## src/include/afo_pkg.sv

```systemverilog
// Constants, types and helpers for the converter output formatter
// Contract
// - Format input high gives two's complement, low gives offset binary.
// - Two's complement equals offset binary with only the top bit inverted.
// - Offset-binary codes saturate at all ones above range, all zeros below; never wrap.
// - Data pins driven while active-low enable is low, released while high.
// - Range flag low inside full scale, high above or below it.
// - Range flag travels the same pipeline as the data word.
// - Range flag stays high across consecutive out-of-range samples.
// - Sample on rising edge, present on falling edge 4.5 periods later.
// - Output word is registered and steady between update edges.
// - Conversion runs only while both sleep inputs are low.
// - Full sleep recovers in about 800 us, core-only sleep in about 2 us.
// - Sleep discards words in flight; valid words return after full latency.
package afo_pkg;
  localparam int CODE_W = 12;
  localparam int IN_W = 14;
  localparam int PIPE_STAGES = 4;
  localparam logic signed [IN_W-1:0] CODE_HI = 14'sh07ff;
  localparam logic signed [IN_W-1:0] CODE_LO = -14'sh0800;
  localparam logic [CODE_W-1:0] CODE_ALL_ONES = 12'hfff;
  localparam logic [CODE_W-1:0] CODE_ALL_ZEROS = 12'h000;
  localparam logic [CODE_W-1:0] CODE_MSB = 12'h800;

  localparam int CLOCK_MHZ = 40;
  localparam int FULL_WAKE_US = 800;
  localparam int CORE_WAKE_US = 2;
  localparam int WAKE_W = 16;
  localparam int FULL_WAKE_CYC = FULL_WAKE_US * CLOCK_MHZ;
  localparam logic [WAKE_W-1:0] CORE_WAKE_CYC = WAKE_W'(CORE_WAKE_US * CLOCK_MHZ);

  localparam logic [7:0] REG_CTRL = 8'h00;
  localparam logic [7:0] REG_STATUS = 8'h04;
  localparam logic [7:0] REG_INT_STAT = 8'h08;
  localparam logic [7:0] REG_INT_MASK = 8'h0c;
  localparam int CTRL_SW_SLEEP = 0;
  localparam int ST_AWAKE = 0;
  localparam int ST_RANGE = 1;
  localparam int ST_DEEP = 2;
  localparam int INT_W = 2;
  localparam int EV_RANGE = 0;
  localparam int EV_WAKE = 1;

  typedef enum logic [2:0] {
    PWR_AWAKE = 3'b001,
    PWR_SLEEP = 3'b010,
    PWR_WAKE = 3'b100
  } afo_pwr_t;

  // Offset-binary code of a raw sample, clamped, plus the range flag
  function automatic logic [CODE_W:0] afo_clamp(input logic signed [IN_W-1:0] raw);
    logic [CODE_W:0] r;
    r = {1'b0, raw[CODE_W-1:0] ^ CODE_MSB};
    if (raw > CODE_HI) begin
      r = {1'b1, CODE_ALL_ONES};
    end else if (raw < CODE_LO) begin
      r = {1'b1, CODE_ALL_ZEROS};
    end
    return r;
  endfunction
endpackage

```

## src/include/afo_pipe_if.sv

```systemverilog
// Interface between the sampling front and the output pipeline
`timescale 1ns/100ps
interface afo_pipe_if;
  import afo_pkg::*;
  logic [CODE_W-1:0] in_word;
  logic in_flag;
  logic in_valid;
  logic flush;
  logic oe_n;
  logic [CODE_W-1:0] out_word;
  logic [CODE_W-1:0] out_oe;
  logic out_flag;
  logic out_valid;
  modport front (output in_word, in_flag, in_valid, flush, oe_n, input out_word, out_oe, out_flag, out_valid);
  modport pipe (input in_word, in_flag, in_valid, flush, oe_n, output out_word, out_oe, out_flag, out_valid);
endinterface

```

## src/hdl/afo_pipe.sv

```systemverilog
// Output pipeline: rising-edge delay stages then a falling-edge output latch
`timescale 1ns/100ps
module afo_pipe
  import afo_pkg::*;
#(
  parameter int STAGES = PIPE_STAGES
) (
  input wire logic clock,
  input wire logic sys_rst,
  afo_pipe_if.pipe p
);
  typedef struct packed {
    logic [STAGES-1:0][CODE_W-1:0] word;
    logic [STAGES-1:0] flag;
    logic [STAGES-1:0] valid;
  } afo_stage_t;

  typedef struct packed {
    logic [CODE_W-1:0] word;
    logic [CODE_W-1:0] oe;
    logic flag;
    logic valid;
  } afo_out_t;

  afo_stage_t st_ff, nxt_st;
  afo_out_t out_ff, nxt_out;

  always_comb begin
    nxt_st = st_ff;
    nxt_st.word = {st_ff.word[STAGES-2:0], p.in_word};
    nxt_st.flag = {st_ff.flag[STAGES-2:0], p.in_flag};
    nxt_st.valid = {st_ff.valid[STAGES-2:0], p.in_valid};
    if (p.flush) begin
      nxt_st = '0;
    end
    nxt_out.word = st_ff.word[STAGES-1];
    nxt_out.flag = st_ff.flag[STAGES-1];
    nxt_out.valid = st_ff.valid[STAGES-1];
    nxt_out.oe = {CODE_W{~p.oe_n}};
  end

  always_ff @(posedge clock or posedge sys_rst) begin
    if (sys_rst) begin
      st_ff <= '0;
    end else begin
      st_ff <= nxt_st;
    end
  end

  // Falling edge gives the half period of the 4.5 cycle latency
  always_ff @(negedge clock or posedge sys_rst) begin
    if (sys_rst) begin
      out_ff <= '0;
    end else begin
      out_ff <= nxt_out;
    end
  end

  assign p.out_word = out_ff.word;
  assign p.out_oe = out_ff.oe;
  assign p.out_flag = out_ff.flag;
  assign p.out_valid = out_ff.valid;
endmodule

```

## src/hdl/afo_top.sv

```systemverilog
// Converter output formatter: coding, clamp, range flag, sleep control, register slave
//
// The AHB-Lite register port and the register addresses were decided locally.
`timescale 1ns/100ps
module afo_top
  import afo_pkg::*;
#(
  parameter logic [WAKE_W-1:0] FULL_WAKE_CYCLES = WAKE_W'(FULL_WAKE_CYC)
) (
  input wire logic clock,
  input wire logic sys_rst,
  input wire logic signed [IN_W-1:0] sample_code,
  input wire logic format_select,
  input wire logic output_enable_n,
  input wire logic full_sleep,
  input wire logic core_only_sleep,
  output logic [CODE_W-1:0] data_out,
  output logic [CODE_W-1:0] data_oe,
  output logic range_exceeded_flag,
  output logic word_valid,
  output logic irq,
  input wire logic hsel,
  input wire logic [31:0] haddr,
  input wire logic [1:0] htrans,
  input wire logic hwrite,
  input wire logic [2:0] hsize,
  input wire logic [31:0] hwdata,
  input wire logic hready,
  output logic hreadyout,
  output logic [31:0] hrdata,
  output logic hresp
);
  typedef struct packed {
    afo_pwr_t pwr;
    logic deep;
    logic [WAKE_W-1:0] wake_cnt;
    logic [CODE_W-1:0] s0_word;
    logic s0_flag;
    logic s0_valid;
    logic pend;
    logic pend_wr;
    logic [7:0] pend_addr;
    logic hready;
    logic [31:0] hrdata;
    logic sw_sleep;
    logic [INT_W-1:0] int_stat;
    logic [INT_W-1:0] int_mask;
    logic irq;
  } afo_state_t;

  afo_state_t st_ff, nxt_st;
  afo_pipe_if pif();

  logic [CODE_W:0] clamped;
  logic sleep_req;
  logic [INT_W-1:0] ev_set;
  logic [INT_W-1:0] ev_clr;

  always_comb begin
    nxt_st = st_ff;
    clamped = afo_clamp(sample_code);
    sleep_req = full_sleep | core_only_sleep | st_ff.sw_sleep;
    ev_set = '0;
    ev_clr = '0;

    unique case (st_ff.pwr)
      PWR_AWAKE: begin
        if (sleep_req) begin
          nxt_st.pwr = PWR_SLEEP;
        end
      end
      PWR_SLEEP: begin
        if (!sleep_req) begin
          nxt_st.pwr = PWR_WAKE;
          nxt_st.wake_cnt = st_ff.deep ? FULL_WAKE_CYCLES : CORE_WAKE_CYC;
        end
      end
      PWR_WAKE: begin
        if (sleep_req) begin
          nxt_st.pwr = PWR_SLEEP;
        end else if (st_ff.wake_cnt <= WAKE_W'(1)) begin
          nxt_st.pwr = PWR_AWAKE;
          ev_set[EV_WAKE] = 1'b1;
        end else begin
          nxt_st.wake_cnt = st_ff.wake_cnt - WAKE_W'(1);
        end
      end
      default: nxt_st.pwr = PWR_SLEEP;
    endcase
    // A full sleep seen in the sleep state forces the long recovery; a sleep request during recovery takes full_sleep anew
    if (sleep_req && st_ff.pwr != PWR_SLEEP) begin
      nxt_st.deep = full_sleep;
    end else if (st_ff.pwr == PWR_SLEEP && full_sleep) begin
      nxt_st.deep = 1'b1;
    end

    // Capture on the rising edge; coding chosen here
    nxt_st.s0_word = format_select ? (clamped[CODE_W-1:0] ^ CODE_MSB) : clamped[CODE_W-1:0];
    nxt_st.s0_flag = clamped[CODE_W];
    nxt_st.s0_valid = (st_ff.pwr == PWR_AWAKE) && !sleep_req;
    if (clamped[CODE_W] && !st_ff.s0_flag && nxt_st.s0_valid) begin
      ev_set[EV_RANGE] = 1'b1;
    end

    // Bus slave: one wait state so a read always sees the previous write
    nxt_st.hready = 1'b1;
    nxt_st.pend = 1'b0;
    if (st_ff.pend) begin
      if (st_ff.pend_wr) begin
        unique case (st_ff.pend_addr)
          REG_CTRL: nxt_st.sw_sleep = hwdata[CTRL_SW_SLEEP];
          REG_INT_STAT: ev_clr = hwdata[INT_W-1:0];
          REG_INT_MASK: nxt_st.int_mask = hwdata[INT_W-1:0];
          default: ;
        endcase
        nxt_st.hrdata = '0;
      end else begin
        unique case (st_ff.pend_addr)
          REG_CTRL: nxt_st.hrdata = 32'(st_ff.sw_sleep);
          REG_STATUS: nxt_st.hrdata = 32'({st_ff.deep, st_ff.s0_flag, st_ff.pwr == PWR_AWAKE});
          REG_INT_STAT: nxt_st.hrdata = 32'(st_ff.int_stat);
          REG_INT_MASK: nxt_st.hrdata = 32'(st_ff.int_mask);
          default: nxt_st.hrdata = '0;
        endcase
      end
    end else if (hsel && htrans[1] && hready) begin
      nxt_st.pend = 1'b1;
      nxt_st.pend_wr = hwrite;
      nxt_st.pend_addr = {haddr[7:2], 2'b00};
      nxt_st.hready = 1'b0;
    end

    // Set wins over a clear in the same cycle
    nxt_st.int_stat = (st_ff.int_stat & ~ev_clr) | ev_set;
    nxt_st.irq = |(nxt_st.int_stat & st_ff.int_mask);
  end

  always_ff @(posedge clock or posedge sys_rst) begin
    if (sys_rst) begin
      st_ff <= '{pwr: PWR_AWAKE, hready: 1'b1, default: '0};
    end else begin
      st_ff <= nxt_st;
    end
  end

  assign pif.in_word = st_ff.s0_word;
  assign pif.in_flag = st_ff.s0_flag;
  assign pif.in_valid = st_ff.s0_valid;
  assign pif.flush = sleep_req;
  assign pif.oe_n = output_enable_n;

  afo_pipe #(
    .STAGES(PIPE_STAGES)
  ) u_pipe (
    .clock(clock),
    .sys_rst(sys_rst),
    .p(pif.pipe)
  );

  assign data_out = pif.out_word;
  assign data_oe = pif.out_oe;
  assign range_exceeded_flag = pif.out_flag;
  assign word_valid = pif.out_valid;
  assign irq = st_ff.irq;
  assign hreadyout = st_ff.hready;
  assign hrdata = st_ff.hrdata;
  assign hresp = 1'b0;
endmodule

```

## config.mk

```make
export PLATFORM = sky130hd
export DESIGN_NAME = afo_top
export DESIGN_NICKNAME = d
export VERILOG_FILES = /design/src/include/afo_pkg.sv /design/src/include/afo_pipe_if.sv /design/src/hdl/afo_pipe.sv /design/src/hdl/afo_top.sv
export SDC_FILE = /design/constraint.sdc
export NUM_CORES = 1
export LEC_CHECK = 0
export ABC_CLOCK_PERIOD_IN_PS = 7500
export BUFFER_PORTS_ARGS = -buffer_cell sky130_fd_sc_hd__buf_4
export CORE_ASPECT_RATIO = 1.5
export CORE_MARGIN = 1.5
export CORE_UTILIZATION = 40
export DETAILED_ROUTE_END_ITERATION = 6
export SYNTH_ARGS = -nofsm -noshare
export SYNTH_HDL_FRONTEND = slang
export SYNTH_SLANG_ARGS = --single-unit
```

## constraint.sdc

```tcl
create_clock -name clock -period 7.5 [get_ports clock]
set_input_delay 1.5 -clock clock [delete_from_list [all_inputs] [get_ports clock]]
set_output_delay 1.5 -clock clock [all_outputs]
set_load 0.02 [all_outputs]
```

=== Word level (Yosys, flattened, before mapping) ===
Index checks and enable logic that the tools add are counted.

* Add/subtract/negate cells: 1
* $lt $le $gt $ge: 3
* Equality and inequality tests: 12
* Muxes and demuxes: 27
* Bitwise operators: 10
* Reduce and logical (&&, ||, !) cells: 18

{| class="wikitable"
|+ Operators by type and width
! kind !! number
|-
| 56-bit two-way mux || 1
|-
| 16-bit two-way mux || 3
|-
| 32-bit two-way mux || 1
|-
| 16-bit one-hot mux with 2 select lines || 1
|-
| 13-bit two-way mux || 2
|-
| 11-bit two-way mux || 2
|-
| 16-bit by 1-bit less-or-equal comparator with 1-bit output, second input constant || 1
|-
| 16-bit by 1-bit subtractor with 16-bit output, second input constant || 1
|-
| 15-bit two-way mux || 1
|-
| 14-bit by 12-bit > comparator with 1-bit output, second input constant || 1
|-
| 14-bit by 12-bit less-than comparator with 1-bit output, second input constant || 1
|-
| 6-bit by 2-bit equality test with 1-bit output, second input constant || 2
|-
| 12-bit two-way mux || 1
|-
| 3-bit two-way mux || 4
|-
| 3-bit one-hot mux with 4 select lines || 1
|-
| 3-bit one-hot mux with 3 select lines || 1
|-
| 3-bit AND reduction || 3
|-
| 8-bit logical NOT || 1
|-
| 2-bit != test, second input constant || 4
|-
| 1-bit logical AND || 7
|-
| 6-bit by 1-bit equality test with 1-bit output, second input constant || 1
|-
| 1-bit two-way mux || 6
|-
| 2-bit two-way mux || 3
|-
| 2-bit AND || 2
|-
| other kinds (14) || 20
|}

* Flip-flop bits (word level): 152
* Input bits: 92
* Output and inout bits: 61
* Word-level logic and storage cells: 96

=== Logic depth before layout (Yosys ltp) ===
Gate-level depths: netlist (run 1).

* Word-level depth: 9
* Mapped depth: 9
* Gate-level depth less buffers: 7

=== Cells and area by module ===
Synthesis (run 1) repeated with hierarchy kept, for this count alone.

* Cells, all modules: 465
* Area, all modules: 5,181.2 µm²

{| class="wikitable"
|+ Modules (own cells, without submodules)
! module !! times used !! cells each !! area each (µm²) !! seq. area each (µm²)
|-
| afo_top || 1 || 319 || 2,825.2 || 1,303.8
|-
| afo_pipe || 1 || 146 || 2,356.0 || 1,776.7
|}

==> out/results.ini, run 1 <==
[status]
status = finished clean

[synth]
netlist_area_sq_um = 5129
synth_edf_count = 0
synth-seq-area-share_pct = 60.06
ys_types = 66
synth_area_leaders = dfrtp_1, dfrtn_1, and2_1
yosysWarnings = 0
synth-seq-cells = 123
yosysTopAreaCellShare_pct = 51.72
syn_inst = 460
synth_area_per_cell_sq_um = 11.15
synth_area_leader_cell = dfrtp_1
async_flop_share_pct = 100.0
synth_flop_cell = dfrtp_1

[sta]
tns_ns = 0
tightest_slew_ns = 0.6983
max_slew_margin_pct = 53.35
slew_violations = 0
finalSetupViolCount = 0
final_hold_viol_count = 0
fin_skew_ns = 0.02151
rsz0062_at_grt = false

[setup_path]
cp-start-kind = flop
arrival_ns = 4.92
crit_cells = 1
end_kind = output pin
ff2ff_setup_slack_ns = 3.21
reg2reg_from = u_pipe.nxt_out[24]$_DFF_PP0_
endpoint = data_oe[5]
crit_chain = buf_4
crit_required_ns = 6.00
cp.buffers_inverters = 1
slowest_stage = dfrtn_1
slowest_delay_ns = 0.57
reg2reg_depth = 0
cp-startpoint = u_pipe.p.out_oe[0]$_DFF_NP0_
criticalPathCategory = flop to output pin
path_max_fanout = 12
cp_top_family = flip-flops
r2r_end = u_pipe.p.out_word[10]$_DFF_NP0_

[placed_design]
dp.cells = 647
hpwlAfterDp_mm = 5.370
port_buffers = 62
gp_congestion = 0.7585

[routing]
drt-vias-per-instance = 4.679
wl_mm = 8.100
drc_errors = 0
vias = 3177
dr.pass1.iters = 4
drtIter0Drc = 169
ant_nets = 0
avgRoutedWirePerCell_microns = 11.93

[clock_network]
post_cts_buffers = 0
path_clk_slew_ns = 0.06
cts_max_level = 4
clk_latency_ns = 0.40
cts_buffer_depth = 2
cts.sinks = 123
cts_root_buf = clkbuf_16
hold_buffers = 0
cts_tree = built
ctsResizeCount = 0
cts_buffers = 17

[floorplan]
die_area_sq_um = 13520
num_rows = 50
die_x_microns = 95.46
die_y_microns = 141.7
initial_core_util_pct = 40.99
core_sq_um = 12510
io_pins = 153

[layout]
drive_gt1_share_pct = 22.94
fill_cells = 1181
areaGrowthSynthToFinish_pct = 18.54
instances_no_fill = 679
n_antenna_cell = 0
nNetsFinal = 604

[power]
powerDensity_nw_per_um2 = 272.5
vdd_drop_max_mv = 0.1552
leakagePower_uw = 0.002992

[worst_hold_path]
hold_path.class = flop to flop
min_from = u_pipe.st_ff[39]$_DFF_PP0_

[run]
cap_violations = 0

[grt]
grt-ovfl-total = 0
grt_pass1_vias = 3069
grt_pass1_wl_mm = 13.75
grtUsageTotal_pct = 13.29
grt_start_max_net_pins = 63
antenna_found_initial = 0

==> worst min-delay path by stage <==
stage                              endpoint  slack (ns)  depth (start not counted)
4_1_cts        u_pipe.nxt_out[25]$_DFF_PP0_        0.44                          1
2_1_floorplan   u_pipe.nxt_out[0]$_DFF_PP0_        0.43                          1
3_5_place_dp   u_pipe.nxt_out[15]$_DFF_PP0_        0.43                          1
3_3_place_gp     u_pipe.st_ff[39]$_DFF_PP0_        0.43                          1
6_report       u_pipe.nxt_out[21]$_DFF_PP0_        0.44                          1
5_1_grt          u_pipe.st_ff[34]$_DFF_PP0_        0.46                          1
==> kinds of logic (layout without fill, tap and decap cells) <==
kind of cell / after synthesis / after routing / share of synthesized area (%)
buf+inv: 76 / 110 / 9.050
flops: 123 / 123 / 60.06
simple gates: 188 / 188 / 20.10
other cells: 1 / 30 / 0.07312
mux: 6 / 6 / 1.512
xor+xnor: 4 / 4 / 0.6832
compound gates: 60 / 60 / 8.027
fa+ha+maj: 2 / 2 / 0.4878
==> layer usage <==
metal | part of all wire [%] | GRT usage, %
met2 | 53 | 21.87
met5 | 0 | 0
met3 | 5.7 | 5.520
met4 | 1.4 | 6.579
met1 | 40 | 14.53
==> per-stage QoR <==
step	hold WS, ns	setup slack [ns]	utilization [%]	area, sq um	power, uW
global placement	0.4300	1.496	44.07	5514	902.5
detailed placement	0.4322	1.470	44.07	5514	909.9
global route	0.4580	0.9856	48.59	6080	1733
finish	0.4407	1.085	48.59	6080	1657
CTS	0.4442	1.052	48.59	6080	1679
floorplan	0.4277	0.8442	-	5241	878.4
==> Yosys cell counts (2+ instances only) <==
library cell / number
a21oi_1: 17
a2bb2oi_1: 2
a31oi_1: 5
a41oi_1: 2
and2_1: 57
buf_4: 45
clkbuf_1: 15
dfrtn_1: 15
dfrtp_1: 106
dfstp_2: 2
ha_1: 2
inv_1: 12
mux2_2: 4
nand2_1: 43
nand3_1: 3
nand4b_1: 2
nor2_1: 53
nor3_1: 3
nor3b_1: 3
nor4_1: 3
o2111ai_1: 2
o211ai_1: 3
o21ai_0: 7
o22a_1: 6
o31ai_1: 5
xor2_1: 3
==> final cells by class <==
| class | instances | area (sq um) | share of cell area, % |
|---|---|---|---|
| inverter | 13 | 52.55 | 0.8644 |
| timing repair buffer | 65 | 488.0 | 8.026 |
| sequential | 123 | 3080 | 50.67 |
| multi-input combinational | 290 | 1698 | 27.93 |
| clock inverter | 13 | 101.3 | 1.667 |
| tap | 156 | 195.2 | 3.211 |
| clock buffer | 19 | 464.2 | 7.635 |
==> power breakdown <==
part	switching, uW	internal, uW
registers	32.2	700
logic	102	62.2
clock network	303	458
total	436	1220
==> placed cells by master (no fill, tap or decap), types with 6 or more instances in the layout <==
cell	n
nor2_1	53
conb_1	30
o22a_1	6
buf_4	65
dfrtp_1	106
clkbuf_16	18
inv_1	11
dfrtn_1	15
a21oi_1	17
and2_1	57
o21ai_0	7
nand2_1	43
==> sequential cells by signal (all words and copies together), names as in the netlist <==
register,count
u_pipe.st_ff,42
st_ff,33
u_pipe.nxt_out,14
pif.in_word,12
u_pipe.p.out_word,12
hrdata,3
hreadyout,1
irq,1
pif.in_flag,1
pif.in_valid,1
u_pipe.p.out_flag,1
u_pipe.p.out_oe,1
u_pipe.p.out_valid,1
Note: power is estimated with default switching activity, not from simulation.
==> inputs of run 2 (changes only) <==
--- a/config.mk
+++ b/config.mk
@@ -6,11 +6,11 @@
 export NUM_CORES = 1
 export LEC_CHECK = 0
 export ABC_CLOCK_PERIOD_IN_PS = 7500
-export BUFFER_PORTS_ARGS = -buffer_cell sky130_fd_sc_hd__buf_4
 export CORE_ASPECT_RATIO = 1.5
 export CORE_MARGIN = 1.5
 export CORE_UTILIZATION = 40
 export DETAILED_ROUTE_END_ITERATION = 6
+export DONT_BUFFER_PORTS = 1
 export SYNTH_ARGS = -nofsm -noshare
 export SYNTH_HDL_FRONTEND = slang
 export SYNTH_SLANG_ARGS = --single-unit
==> out/results.ini, run 2 (synthesis gave the netlist of run 1 again) <==
[run]
cap_violations = 0  ; unchanged

[sta]
max_slew_margin_pct = 34.23  ; -19 points
slew_violations = 0  ; unchanged
finalSetupViolCount = 0  ; unchanged
rsz0062_at_grt = false
final_hold_viol_count = 0  ; unchanged
fin_skew_ns = 0.01880  ; -0.002706 ns
setup_ws_ns = 1.110  ; +0.02503 ns
timing.hold.ws_ns = 0.4396  ; -0.001182 ns
tns_ns = 0  ; unchanged
tightest_slew_ns = 0.9865  ; +0.2882 ns

[setup_path]
cp.buffers_inverters = 1  ; unchanged
crit_chain = buf_4
path_max_fanout = 5  ; -7
end_kind = output pin
arrival_ns = 4.89  ; -0.03 ns
slowest_stage = dfrtn_1
criticalPathCategory = flop to output pin
cp_top_family = flip-flops
crit_required_ns = 6.00  ; about the same
slowest_delay_ns = 0.45  ; -0.12 ns
cp-start-kind = flop

[routing]
drt-vias-per-instance = 4.748  ; +1.5%
ant_nets = 0  ; unchanged
vias = 2934  ; -7.6%
dr.pass1.iters = 4  ; unchanged
wl_mm = 7.929  ; -2.1%
drc_errors = 0  ; unchanged
avgRoutedWirePerCell_microns = 12.83  ; +7.6%
drtIter0Drc = 191  ; +13%

[grt]
grt_start_max_net_pins = 81  ; +29%
grtUsageTotal_pct = 13.11  ; -0.18 points
grt-ovfl-total = 0  ; unchanged
grt_pass1_wl_mm = 13.60  ; -1.1%
antenna_found_initial = 0  ; unchanged
grt_pass1_vias = 2948  ; -3.9%

[layout]
largest_reg_flops = 42  ; unchanged
nNetsFinal = 543  ; -10%
drive_gt1_share_pct = 12.77  ; -10 points
largest_register = u_pipe.st_ff
final_cell_mix = dfrtp_1, and2_1, nor2_1, nand2_1, conb_1
layout_commonest_cell = dfrtp_1
areaGrowthSynthToFinish_pct = 10.27
instances_no_fill = 618  ; -9.0%
n_antenna_cell = 0  ; unchanged

[placed_design]
port_buffers = 0  ; -100%
dp.cells = 586  ; -9.4%
hpwlAfterDp_mm = 5.095  ; -5.1%
gp_congestion = 0.7578  ; about the same
post-place-ws_ns = 1.495  ; +0.02510 ns

[power]
total_power_uw = 1659  ; +0.14%
powerDensity_nw_per_um2 = 293.4  ; +7.6%
vdd_drop_max_mv = 0.1340  ; -14%
leakagePower_uw = 0.002704  ; -9.7%

[clock_network]
cts_buffer_depth = 2  ; unchanged
cts.sinks = 123  ; unchanged
clk_latency_ns = 0.40  ; about the same
cts_buffers = 17  ; unchanged
hold_buffers = 0  ; unchanged
cts_root_buf = clkbuf_16
post_cts_buffers = 0  ; unchanged
ctsResizeCount = 0  ; unchanged
path_clk_slew_ns = 0.05  ; about the same
cts_max_level = 4  ; unchanged
cts_tree = built

[floorplan]
num_rows = 50  ; unchanged
initial_core_util_pct = 40.99  ; unchanged
io_pins = 153  ; unchanged
die_x_microns = 95.46  ; unchanged
core_sq_um = 12510  ; unchanged
die_y_microns = 141.7  ; unchanged
die_area_sq_um = 13520  ; unchanged

[worst_hold_path]
hold_path.class = flop to flop

[status]
status = finished clean

==> run 2: cell type report <==
type,instances,area [sq um]
clock inverter,12,97.59
clock buffer,20,489.2
timing repair buffer,4,42.54
multi-input combinational,290,1698
inverter,13,52.55
tap,156,195.2
fill,1173,6857
sequential,123,3080
==> run 2: through the flow <==
stage	util [%]	cell area [sq um]
global placement	40.51	5069
CTS	45.20	5655
detailed placement	40.51	5069
finish	45.20	5655
global route	45.20	5655
floorplan	-	5241
==> run 2: report_power, final <==
part | switching [uW] | total, uW | internal (uW)
sequential | 34.6 | 735 | 700
clock | 306 | 785 | 479
combinational | 91.1 | 139 | 47.7
==> run 2: worst paths after layout <==
path / startpoint / end / slack, ns / cells after the start
worst max-delay path: u_pipe.p.out_oe[0]$_DFF_NP0_ / data_oe[0] / 1.11 / 1
max in group asynchronous: sys_rst / u_pipe.p.out_word[3]$_DFF_NP0_ / 2.21 / 1
min in group asynchronous: sys_rst / u_pipe.nxt_out[21]$_DFF_PP0_ / 1.14 / 1
worst min-delay path: pif.in_word[0]$_DFF_PP0_ / u_pipe.st_ff[8]$_DFF_PP0_ / 0.44 / 1
worst min register to register: pif.in_word[0]$_DFF_PP0_ / u_pipe.st_ff[8]$_DFF_PP0_ / 0.44 / 1
worst max register to register: u_pipe.nxt_out[19]$_DFF_PP0_ / u_pipe.p.out_word[5]$_DFF_NP0_ / 3.22 / 0
==> run 2: routing by layer <==
layer,global-route usage [%],part of all wire [%],vias to the layer above
li1,-,-,1424
met5,0,0,-
met2,20.94,52,96
met4,7.353,1.7,0
met1,14.97,40,1404
met3,4.770,5.8,10
==> inputs of run 3 (changes only) <==
--- a/config.mk
+++ b/config.mk
@@ -6,7 +6,7 @@
 export NUM_CORES = 1
 export LEC_CHECK = 0
 export ABC_CLOCK_PERIOD_IN_PS = 7500
-export CORE_ASPECT_RATIO = 1.5
+export CORE_ASPECT_RATIO = 1.1
 export CORE_MARGIN = 1.5
 export CORE_UTILIZATION = 40
 export DETAILED_ROUTE_END_ITERATION = 6
==> out/results.ini, run 3 (synthesis gave the netlist of run 1 again) <==
[grt]
grt_pass1_vias = 2892  ; -1.9%
grt-ovfl-total = 0  ; unchanged
antenna_found_initial = 0  ; unchanged
grt_start_max_net_pins = 79  ; -2.5%
grt_pass1_wl_mm = 13.70  ; +0.76%
grtUsageTotal_pct = 12.91  ; -0.20 points

[layout]
nNetsFinal = 543  ; unchanged
n_antenna_cell = 0  ; unchanged
utilization_pct = 45.20  ; about the same
fill_cells = 1124  ; -4.2%
largest_register = u_pipe.st_ff
final_cell_mix = dfrtp_1, and2_1, nor2_1, nand2_1, conb_1
areaGrowthSynthToFinish_pct = 10.49
largest_reg_flops = 42  ; unchanged
layout_commonest_cell = dfrtp_1
drive_gt1_share_pct = 12.55  ; -0.22 points
fin_area_sq_um = 5667  ; +0.20%
regArea_sq_um = 3080  ; unchanged
multi_input_area_sq_um = 1698  ; unchanged

[clock_network]
cts_tree = built
cts_root_buf = clkbuf_16
hold_buffers = 0  ; unchanged
cts_buffer_depth = 2  ; unchanged
ctsResizeCount = 0  ; unchanged
cts_max_level = 4  ; unchanged
cts.sinks = 123  ; unchanged
post_cts_buffers = 0  ; unchanged
clk_latency_ns = 0.41  ; about the same
cts_buffers = 17  ; unchanged
path_clk_slew_ns = 0.05  ; about the same

[worst_hold_path]
worstHoldPathCells = 1  ; unchanged
hold_path.class = flop to flop
min_to = u_pipe.st_ff[33]$_DFF_PP0_
min_from = u_pipe.st_ff[21]$_DFF_PP0_

[setup_path]
slowest_stage = dfrtn_1
criticalPathCategory = flop to output pin
cp.buffers_inverters = 1  ; unchanged
cp-start-kind = flop
crit_chain = buf_4
arrival_ns = 4.89  ; about the same
cp_top_family = flip-flops
reg2reg_from = u_pipe.nxt_out[14]$_DFF_PP0_
r2r_end = u_pipe.p.out_word[0]$_DFF_NP0_
end_kind = output pin
ff2ff_setup_slack_ns = 3.21  ; about the same
path_max_fanout = 5  ; unchanged
crit_required_ns = 6.00  ; about the same
reg2reg_depth = 0  ; unchanged
slowest_delay_ns = 0.45  ; about the same

[placed_design]
hpwlAfterDp_mm = 5.070  ; -0.50%
post_dp_cell_area_sq_um = 5070  ; about the same
port_buffers = 0  ; unchanged
gp_congestion = 0.7757  ; +2.4%

[floorplan]
initial_core_util_pct = 40.91  ; -0.078 points
die_x_microns = 111.0  ; +16%
die_y_microns = 121.8  ; -14%
io_pins = 153  ; unchanged
num_rows = 43  ; -14%
die_area_sq_um = 13510  ; about the same
core_sq_um = 12540  ; +0.19%

[sta]
timing.hold.ws_ns = 0.4375  ; -0.002096 ns
max_slew_margin_pct = 36.70  ; +2.5 points
slew_violations = 0  ; unchanged
finalSetupViolCount = 0  ; unchanged
tightest_slew_ns = 0.9495  ; -0.03698 ns
final_hold_viol_count = 0  ; unchanged
tns_ns = 0  ; unchanged
fin_skew_ns = 0.02076  ; +0.001965 ns
rsz0062_at_grt = false

[routing]
drc_errors = 0  ; unchanged
ant_nets = 0  ; unchanged
drt-vias-per-instance = 4.669  ; -1.7%
vias = 2890  ; -1.5%
dr.pass1.iters = 4  ; unchanged
drtIter0Drc = 169  ; -12%
wl_mm = 7.817  ; -1.4%
avgRoutedWirePerCell_microns = 12.63  ; -1.6%

[power]
total_power_uw = 1667  ; +0.46%
vdd_drop_max_mv = 0.1943  ; +45%
leakagePower_uw = 0.002706  ; about the same
powerDensity_nw_per_um2 = 294.1  ; +0.26%

[run]
cap_violations = 0  ; unchanged

[status]
status = finished clean

[run 3: cell types whose count changed in the layout (fill, tap and decap cells not counted), sizes merged]
cell and change:
clkbuf +1, clkinv -1
[run 3: power by group]
group	internal, uW	total (uW)	leakage [uW]	switching (uW)
registers	701	734	0.00162	33.6
clock network	491	794	0.000300	303
logic	47.7	138	0.000784	90.5
total	1240	1670	0.00271	427
[run 3: worst max-delay path by stage]
stage	from	end	slack, ns	cells after the start
6_report	u_pipe.p.out_oe[0]$_DFF_NP0_	data_oe[0]	1.11	1
5_1_grt	u_pipe.p.out_oe[0]$_DFF_NP0_	data_oe[0]	1.06	1
4_1_cts	u_pipe.p.out_oe[0]$_DFF_NP0_	data_oe[0]	1.09	1
3_5_place_dp	u_pipe.p.out_oe[0]$_DFF_NP0_	data_oe[0]	1.51	1
3_3_place_gp	u_pipe.p.out_oe[0]$_DFF_NP0_	data_oe[0]	1.50	1
2_1_floorplan	sys_rst	u_pipe.p.out_flag$_DFF_NP0_	0.84	1
[run 3: cell type report]
type | instances | share of cell area, %
well taps | 157 | 3.467
multi-input cells | 290 | 29.96
inverters | 13 | 0.9274
clock buffers | 21 | 8.898
repair buffers | 4 | 0.7507
clock inverters | 11 | 1.634
flip-flops and latches | 123 | 54.36
[run 3: routing by layer]
layer  share of wire, %  track usage, %  routed length [microns]  up-vias
li1                   -               -                        -     1424
met1                 45           15.61                     3499     1370
met2                 47           20.41                     3667       90
met3                7.0           5.373                      547        6
met4                1.3           5.689                      102        0
met5                  0               0                        0        -
[run 3: per-stage QoR]
| stage | cells | setup slack, ns |
|---|---|---|
| after global routing | 619 | 1.062 |
| after floorplan | 489 | 0.8442 |
| after global placement | 587 | 1.502 |
| after CTS | 619 | 1.093 |
| after detailed placement | 587 | 1.509 |
| final | 619 | 1.112 |
